File: config.mk
export PLATFORM = sky130hd
export DESIGN_NAME = event_timer
export DESIGN_NICKNAME = d
export VERILOG_FILES = /design/src/timer_pkg.sv /design/src/event_timer.sv
export VERILOG_INCLUDE_DIRS = /design/src /design/src/src
export SDC_FILE = /design/constraint.sdc
export NUM_CORES = 1
export LEC_CHECK = 0
export BUFFER_PORTS_ARGS = -buffer_cell sky130_fd_sc_hd__clkbuf_2
export CORE_ASPECT_RATIO = 0.7
export CORE_MARGIN = 1.5
export CORE_UTILIZATION = 46
export DETAILED_ROUTE_END_ITERATION = 7
export PLACE_DENSITY = 0.82
export SYNTH_ARGS = -nofsm -noshare
export SYNTH_HDL_FRONTEND = slang
export SYNTH_SLANG_ARGS = --single-unit
export TNS_END_PERCENT = 10
File: constraint.sdc
create_clock -name clk -period 2.45 [get_ports clk]
set_input_delay 0.735 -clock clk [delete_from_list [all_inputs] [get_ports clk]]
set_output_delay 0.735 -clock clk [all_outputs]
set_load 0.03 [all_outputs]
File: src/timer_map.svh
// Functional notes
// - Eight-bit up-counter clocked by the counter pin or the prescaled clock.
// - Event mode counts pin edges; timer and pulse modes count prescaled ticks.
// - One address: writes go to preload, reads return the live count.
// - Mode bits 7:6: 01 event, 10 timer, 11 pulse width, 00 unused.
// - Event/timer count up to ff, reload from preload, set flag bit 5.
// - Pulse mode: start on chosen edge, stop on return, clear enable.
// - After one measurement the result holds until software re-enables.
// - Pulse mode reacts to pin edges, not to the pin level.
// - Overflow in pulse mode reloads and raises the request as elsewhere.
// - Counting only with enable bit 4; event/timer never clear it.
// - Counter overflow is a wake-up source.
// - With the interrupt enable bit low the overflow is never serviced.
// - Bits 2:0 divide the system clock by two to that power.
// - Event mode: bit 3 one counts falling edges, zero rising edges.
// - Pulse mode: bit 3 one measures high pulses, zero low pulses.
// - Control bit 5 is unimplemented and reads zero.
// - Preload write also loads the counter only while counting is off.
// - A counter read blocks the count clock while it is in progress.
// - Divider output frequency is f_int / (2 * (256 - preload)).
// - Divider toggles per overflow; drives pin if selected and latch is one.
`ifndef TIMER_MAP_SVH
`define TIMER_MAP_SVH
`define CNT_IDX 8'h0d
`define CTRL_IDX 8'h0e
`define INTERRUPT_CONTROL_IDX 8'h0b
`define DIVPIN_IDX 8'h12
`define CTRL_RESET 8'h08
`define INTERRUPT_CONTROL_RESET 8'h00
`define DIVPIN_RESET 8'h00
`define MODE_LSB 6
`define ENABLE_BIT 4
`define UNUSED_BIT 5
`define EDGE_BIT 3
`define PSC_LSB 0
`define FLAG_BIT 5
`define INTEN_BIT 2
`define LATCH_BIT 0
`define DIVSEL_BIT 1
`define PSC_STAGES 7
`endif

File: src/timer_pkg.sv
package timer_pkg;

  typedef enum logic [1:0] {
    MODE_OFF = 2'h0,
    MODE_EVENT = 2'h1,
    MODE_TIMER = 2'h2,
    MODE_PULSE = 2'h3
  } mode_t;

  typedef enum logic [1:0] {
    PW_WAIT = 2'h1,
    PW_MEASURE = 2'h2
  } pw_state_t;

endpackage : timer_pkg

File: src/event_timer.sv
// The implementer's own choice: the Avalon-MM interface to the registers.
`timescale 1ns/1ps
`default_nettype none
`include "timer_map.svh"

module event_timer #(
  parameter int unsigned PSC_W = `PSC_STAGES
) (
  // Clock and reset
  input wire logic clk,
  input wire logic rst_n,
  // Avalon-MM slave, byte address
  input wire logic [7:0] address,
  input wire logic read,
  input wire logic write,
  input wire logic [3:0] byteenable,
  input wire logic [31:0] writedata,
  output logic [31:0] readdata,
  output logic waitrequest,
  // Counter pin, asynchronous
  input wire logic counter_pin,
  // Events and shared divider pin
  output logic overflow_irq,
  output logic wake_pulse,
  output logic freq_divider_output
);

  // Register storage
  logic [7:0] count_reg;
  logic [7:0] count_next;
  logic [7:0] preload_reg;
  logic [7:0] preload_next;
  logic [1:0] mode_reg;
  logic active_edge_select;
  logic edge_next;
  logic count_enable_bit;
  logic enable_next;
  logic [2:0] prescale_reg;
  logic [2:0] prescale_next;
  logic overflow_request_flag;
  logic flag_next;
  logic overflow_int_enable;
  logic inten_next;
  logic pin_latch_reg;
  logic pin_sel_reg;
  logic toggle_reg;
  logic toggle_next;
  logic [PSC_W-1:0] psc_cnt_reg;
  timer_pkg::pw_state_t pw_reg;
  timer_pkg::pw_state_t pw_next;

  // Bus handshake and registered event outputs
  logic waitrequest_reg;
  logic [31:0] readdata_reg;
  logic [31:0] readdata_next;
  logic irq_reg;
  logic wake_reg;
  logic pfd_reg;

  // Pin synchroniser
  logic pin_meta_reg;
  logic pin_sync_reg;
  logic pin_prev_reg;

  function automatic logic psc_tick(input logic [PSC_W-1:0] cnt,
                                    input logic [2:0] sel);
    logic [PSC_W-1:0] mask;
    mask = PSC_W'((8'h01 << sel) - 8'h01);
    psc_tick = (cnt & mask) == mask;
  endfunction : psc_tick

  function automatic logic hit(input logic [7:0] addr,
                               input logic [7:0] idx);
    hit = addr == 8'(idx << 2);
  endfunction : hit

  // Address decode
  wire req = read | write;
  wire take = req & waitrequest_reg;
  wire done = req & ~waitrequest_reg;
  wire cnt_hit = hit(address, `CNT_IDX);
  wire ctrl_hit = hit(address, `CTRL_IDX);
  wire interrupt_control_hit = hit(address, `INTERRUPT_CONTROL_IDX);
  wire div_hit = hit(address, `DIVPIN_IDX);
  wire wr_ok = done & write & byteenable[0];
  wire wr_cnt = wr_ok & cnt_hit;
  wire wr_ctrl = wr_ok & ctrl_hit;
  wire wr_interrupt_control = wr_ok & interrupt_control_hit;
  wire wr_div = wr_ok & div_hit;
  wire [7:0] wbyte = writedata[7:0];

  // Mode and edge decode
  wire is_event = mode_reg == timer_pkg::MODE_EVENT;
  wire is_timer = mode_reg == timer_pkg::MODE_TIMER;
  wire is_pulse = mode_reg == timer_pkg::MODE_PULSE;
  wire rise = pin_sync_reg & ~pin_prev_reg;
  wire fall = ~pin_sync_reg & pin_prev_reg;
  // A set edge bit selects falling edges in event mode
  wire event_edge = active_edge_select ? fall : rise;
  // In pulse mode a set edge bit measures high time
  wire start_edge = active_edge_select ? rise : fall;
  wire stop_edge = active_edge_select ? fall : rise;
  wire f_int = psc_tick(psc_cnt_reg, prescale_reg);

  // The count clock is held off for the whole read so the value is stable;
  // ticks arriving then are lost, which software has to tolerate.
  wire read_block = read & cnt_hit;
  wire measuring = is_pulse & (pw_reg == timer_pkg::PW_MEASURE);
  wire raw_tick = (is_event & event_edge)
                | (is_timer & f_int)
                | (measuring & f_int);
  wire tick = count_enable_bit & raw_tick & ~read_block;
  wire overflow = tick & (count_reg == 8'hff);
  wire pw_stop = count_enable_bit & measuring & stop_edge;

  // Counter and preload
  always_comb
  begin
    preload_next = preload_reg;
    count_next = count_reg;
    if (wr_cnt)
    begin
      preload_next = wbyte;
    end
    if (overflow)
    begin
      count_next = wr_cnt ? wbyte : preload_reg;
    end
    else if (tick)
    begin
      count_next = count_reg + 8'h01;
    end
    if (wr_cnt && !count_enable_bit)
    begin
      count_next = wbyte;
    end
  end

  // Control fields
  always_comb
  begin
    enable_next = count_enable_bit;
    edge_next = active_edge_select;
    prescale_next = prescale_reg;
    // Only pulse mode ever clears the enable by itself
    if (pw_stop)
    begin
      enable_next = 1'b0;
    end
    if (wr_ctrl)
    begin
      enable_next = wbyte[`ENABLE_BIT];
      edge_next = wbyte[`EDGE_BIT];
      prescale_next = wbyte[`PSC_LSB +: 3];
    end
  end

  // Pulse measurement sequencer
  always_comb
  begin
    pw_next = pw_reg;
    case (pw_reg)
      timer_pkg::PW_WAIT:
      begin
        if (is_pulse && count_enable_bit && start_edge)
        begin
          pw_next = timer_pkg::PW_MEASURE;
        end
      end
      timer_pkg::PW_MEASURE:
      begin
        if (!is_pulse || !count_enable_bit || stop_edge)
        begin
          pw_next = timer_pkg::PW_WAIT;
        end
      end
      default:
      begin
        pw_next = timer_pkg::PW_WAIT;
      end
    endcase
  end

  // Flag: a hardware set beats a software clear in the same cycle
  always_comb
  begin
    flag_next = overflow_request_flag;
    inten_next = overflow_int_enable;
    if (wr_interrupt_control)
    begin
      flag_next = wbyte[`FLAG_BIT];
      inten_next = wbyte[`INTEN_BIT];
    end
    if (overflow)
    begin
      flag_next = 1'b1;
    end
  end

  // Divider flip-flop halves the overflow rate
  always_comb
  begin
    toggle_next = toggle_reg;
    if (overflow)
    begin
      toggle_next = ~toggle_reg;
    end
  end

  // Read mux
  always_comb
  begin
    readdata_next = 32'h0000_0000;
    if (cnt_hit)
    begin
      readdata_next[7:0] = count_reg;
    end
    else if (ctrl_hit)
    begin
      readdata_next[7:0] = {mode_reg, 1'b0, count_enable_bit,
                            active_edge_select, prescale_reg};
    end
    else if (interrupt_control_hit)
    begin
      readdata_next[`FLAG_BIT] = overflow_request_flag;
      readdata_next[`INTEN_BIT] = overflow_int_enable;
    end
    else if (div_hit)
    begin
      readdata_next[`LATCH_BIT] = pin_latch_reg;
      readdata_next[`DIVSEL_BIT] = pin_sel_reg;
    end
  end

  // Synchroniser: the first stage feeds no logic; edges compare the second and third stages
  always_ff @(posedge clk)
  begin
    if (!rst_n)
    begin
      pin_meta_reg <= 1'b0;
      pin_sync_reg <= 1'b0;
      pin_prev_reg <= 1'b0;
    end
    else
    begin
      pin_meta_reg <= counter_pin;
      pin_sync_reg <= pin_meta_reg;
      pin_prev_reg <= pin_sync_reg;
    end
  end

  // Prescaler runs free so the tick phase is independent of writes
  always_ff @(posedge clk)
  begin
    if (!rst_n)
    begin
      psc_cnt_reg <= '0;
    end
    else
    begin
      psc_cnt_reg <= psc_cnt_reg + 1'b1;
    end
  end

  // Counting state
  always_ff @(posedge clk)
  begin
    if (!rst_n)
    begin
      count_reg <= 8'h00;
      preload_reg <= 8'h00;
      toggle_reg <= 1'b0;
      pw_reg <= timer_pkg::PW_WAIT;
    end
    else
    begin
      count_reg <= count_next;
      preload_reg <= preload_next;
      toggle_reg <= toggle_next;
      pw_reg <= pw_next;
    end
  end

  // Control and interrupt registers
  always_ff @(posedge clk)
  begin
    if (!rst_n)
    begin
      mode_reg <= 2'(`CTRL_RESET >> `MODE_LSB);
      count_enable_bit <= 1'((`CTRL_RESET >> `ENABLE_BIT) & 8'h01);
      active_edge_select <= 1'((`CTRL_RESET >> `EDGE_BIT) & 8'h01);
      prescale_reg <= 3'(`CTRL_RESET);
      overflow_request_flag <= 1'((`INTERRUPT_CONTROL_RESET >> `FLAG_BIT) & 8'h01);
      overflow_int_enable <= 1'((`INTERRUPT_CONTROL_RESET >> `INTEN_BIT) & 8'h01);
    end
    else
    begin
      if (wr_ctrl)
      begin
        mode_reg <= wbyte[`MODE_LSB +: 2];
      end
      count_enable_bit <= enable_next;
      active_edge_select <= edge_next;
      prescale_reg <= prescale_next;
      overflow_request_flag <= flag_next;
      overflow_int_enable <= inten_next;
    end
  end

  // Shared pin control
  always_ff @(posedge clk)
  begin
    if (!rst_n)
    begin
      pin_latch_reg <= 1'((`DIVPIN_RESET >> `LATCH_BIT) & 8'h01);
      pin_sel_reg <= 1'((`DIVPIN_RESET >> `DIVSEL_BIT) & 8'h01);
    end
    else if (wr_div)
    begin
      pin_latch_reg <= wbyte[`LATCH_BIT];
      pin_sel_reg <= wbyte[`DIVSEL_BIT];
    end
  end

  // Bus answer: one wait cycle, then waitrequest low for one cycle
  always_ff @(posedge clk)
  begin
    if (!rst_n)
    begin
      waitrequest_reg <= 1'b1;
      readdata_reg <= 32'h0000_0000;
    end
    else
    begin
      waitrequest_reg <= ~take;
      if (take && read)
      begin
        readdata_reg <= readdata_next;
      end
    end
  end

  // Event outputs
  always_ff @(posedge clk)
  begin
    if (!rst_n)
    begin
      irq_reg <= 1'b0;
      wake_reg <= 1'b0;
      pfd_reg <= 1'b0;
    end
    else
    begin
      // Request gated by the enable, whatever the mode
      irq_reg <= flag_next & inten_next;
      wake_reg <= overflow;
      // Latch low forces the pin low; unselected leaves it low too
      pfd_reg <= toggle_next & pin_sel_reg & pin_latch_reg;
    end
  end

  assign readdata = readdata_reg;
  assign waitrequest = waitrequest_reg;
  assign overflow_irq = irq_reg;
  assign wake_pulse = wake_reg;
  assign freq_divider_output = pfd_reg;

endmodule : event_timer
`default_nettype wire

==> metrics.txt <==
outcome=finished clean; Pleak=between 1 and 1.5 nW; latest clock arrival within the worst-skew pair=0.31 ns; final net count=411; Cell Rows=23; initial antenna violation count=0; clock-pin slew on the worst setup and hold paths=0.09 ns; worst-path maximum fanout=6; Initial DRC Count=302; Crit Path Category=reg2reg; Worst Reg2Reg Path Length in Cells=8; Power Density=a little over 500 nW/µm²; CP Buf/Inv Count=0; ys flop type=dfxtp_1; Post-DP Area=3007 µm²; CTS max path bufs=2; detailed placer's ending HPWL=around 4900 µm; multi-input logic area=about 1600 µm²; Peak supply drop=about 0.29 mV; CP Cell Sequence=or3_4 > ha_4 > and2_0 > o21ai_2 > a21oi_2 > o32a_1 > or4_4 > a21oi_2; Setup-failing EPs final=0; Post-Syn Area=approximately 2800 µm²; post-synthesis mux area share=~6.3%; Slew Viols, Final=0; simple-gate share of the synthesized area=around 21%; share of layout cells above drive strength 1=21.73%; Pre-antenna DRT Iters=5; largest net degree at the start of global routing=18; Area contributors post-synth=dfxtp_1 (38%), buf_4 (6.8%), mux2i_1 (5.5%), nor2_1 (4.4%), nand3_1 (4.0%); post-CTS setup buffers=0; most common cell after layout, fill and taps aside=dfxtp_1; cell count after synthesis=315; pre-CTS setup slack=-0.01439 ns; asr flop ratio synth=0%; main combinational cell family by area after synthesis=simple AND/OR/NAND/NOR gates; worst clock skew=approximately 0.0068 ns; clock sinks=between 50 and 60; sequential share of the synthesized area=between 30% and 40%; htree depth=2; Most common cell on crit path=a21oi_2; CP Launch Type=flop; final wirelength=about 6500 µm; synthesis-stage register bit count=52; EDFF count, synth=0; min Tclk post-route=2.400 ns; Residual DRC=0; post-route ant nets=0; CP max-delay cell=or4_4; TritonCTS buffer count=5; Crit path required time=approximately 2.7 ns; max_cap viols=0; GR Overflow Total=0; Initial Utilization=between 40 and 50%; Die H=67.71 µm; number of cells on the critical path=8; number of library cell types mapped by synthesis=56; Synth Area in Adders=1.364%; Fmax=approximately 0.42 GHz; vias in the first global route=about 2200; Worst Setup End Kind=flop; fill count=around 540; area leader, netlist=dfxtp_1; via/cell ratio=5.532; Die W=about 95 µm; IO Pins=85; placed cell count=427; Placer Congestion=roughly 0.93; cell area after layout=between 3000 and 4000 µm²; Global Route Usage Sum=about 22%; root buf cell=clkbuf_8; ant diodes=0; FF-to-FF setup slack=about 0.050 ns; core area=5756 µm²; Syn. warnings=0; most frequent cells in the layout=dfxtp_1 (52), clkbuf_2 (33), nor2_1 (31), nand2_1 (25), conb_1 (24); buffers added on ports=33; first-pass GRT wire length=around 11000 µm; Compound-Gate Fraction of Synth Area=roughly a fifth; Synth-to-Final Area Change=13.32%; top cell type's share of synthesized area=37.84%; CTS tree=built; final std cells w/o fill=roughly 430; syn avg cell area=approximately 8.7 µm²; Worst Setup Slack, final=0.05045 ns; Worst Path Arrival=roughly 2.6 ns; Critical Path Max Stage Delay=0.54 ns; Worst Hold Class=reg2reg; Setup TNS Final=0 ns; via count=2401; delay-heaviest family, CP=simple AND/OR/NAND/NOR gates; register area=~1000 µm²; Worst Hold Depth=1; post-synthesis xor/xnor area fraction=3.183%; Final Hold Viols=0; crit share post-route=between 90 and 100%; die area=6461 µm²; WL/cell=approximately 15 µm
[path summary, 6_finish.rpt]
path | start | endpoint
worst max-delay path | prescale_reg[0]$_SDFFE_PN0P_ | freq_divider_output$_SDFF_PN0_
worst max register to register | prescale_reg[0]$_SDFFE_PN0P_ | freq_divider_output$_SDFF_PN0_
worst min-delay path | pin_meta_reg$_SDFF_PN0_ | pin_sync_reg$_SDFF_PN0_
worst min register to register | pin_meta_reg$_SDFF_PN0_ | pin_sync_reg$_SDFF_PN0_
[where the power goes]
group,internal [W],switching (W),total (W)
clock,0.000252,0.000271,0.000523
combinational,0.0000443,0.000129,0.000174
sequential,0.000861,0.0000111,0.000872
total,0.00116,0.000412,0.00157
[metrics by stage]
stage          power (W)  utilization, %  hold slack [ns]
6_report        0.001569           54.17           0.4386
3_3_place_gp    0.001060           52.24           0.4158
5_1_grt         0.001625           54.17           0.4646
3_5_place_dp    0.001065           52.24           0.4203
2_1_floorplan   0.001038               -           0.4119
4_1_cts         0.001583           54.00           0.4409
[synth_stat cells (2+ instances only)]
cell type and n:
nor3_1 6, inv_1 5, ha_1 3, nand3_1 22
a21oi_1 17, mux2i_1 15, nand2_1 25, nand3b_1 2
and2_1 6, mux2_2 2, nand2b_1 3, xnor2_1 6
buf_4 25, a2bb2oi_1 2, a211oi_1 4, dfxtp_1 52
and3_1 2, nor2_1 32, nor2b_1 4, a221oi_1 7
o21ai_0 9, a32o_1 5, o211ai_1 2, and3b_1 2
o211a_1 6, xor2_1 4, o21a_1 6, o31ai_1 2
nor4_1 2, buf_6 3, clkbuf_1 9
[cell families (layout without fill, tap and decap cells)]
group           Yosys count  in the layout
simple gates            117            117
compound gates           71             71
flops                    52             52
buf+inv                  44             65
mux                      17             17
xor+xnor                 10             10
fa+ha+maj                 3              3
other cells               1             24
[what timing repair did]
item                                    4_1_cts  5_1_grt
hold buffers                                  0        0
gates resized for setup                       1        4
hold endpoints to repair                      0        0
endpoints found under the setup margin        2        7
pin swaps                                     0        4
[final cells by class]
type / count / area share (%)
multi-input cells: 242 / 49.80
clock buffers: 7 / 3.090
well taps: 75 / 3.010
flip-flops and latches: 52 / 33.39
inverters: 5 / 0.6019
repair buffers: 53 / 10.11
[layer usage]
metal	wire length, µm	global-route usage, %
met4	112	6.618
met1	2991	30.23
met2	2759	33.60
met3	643	6.194
met5	0	0
(Power assumes the default switching activity.)
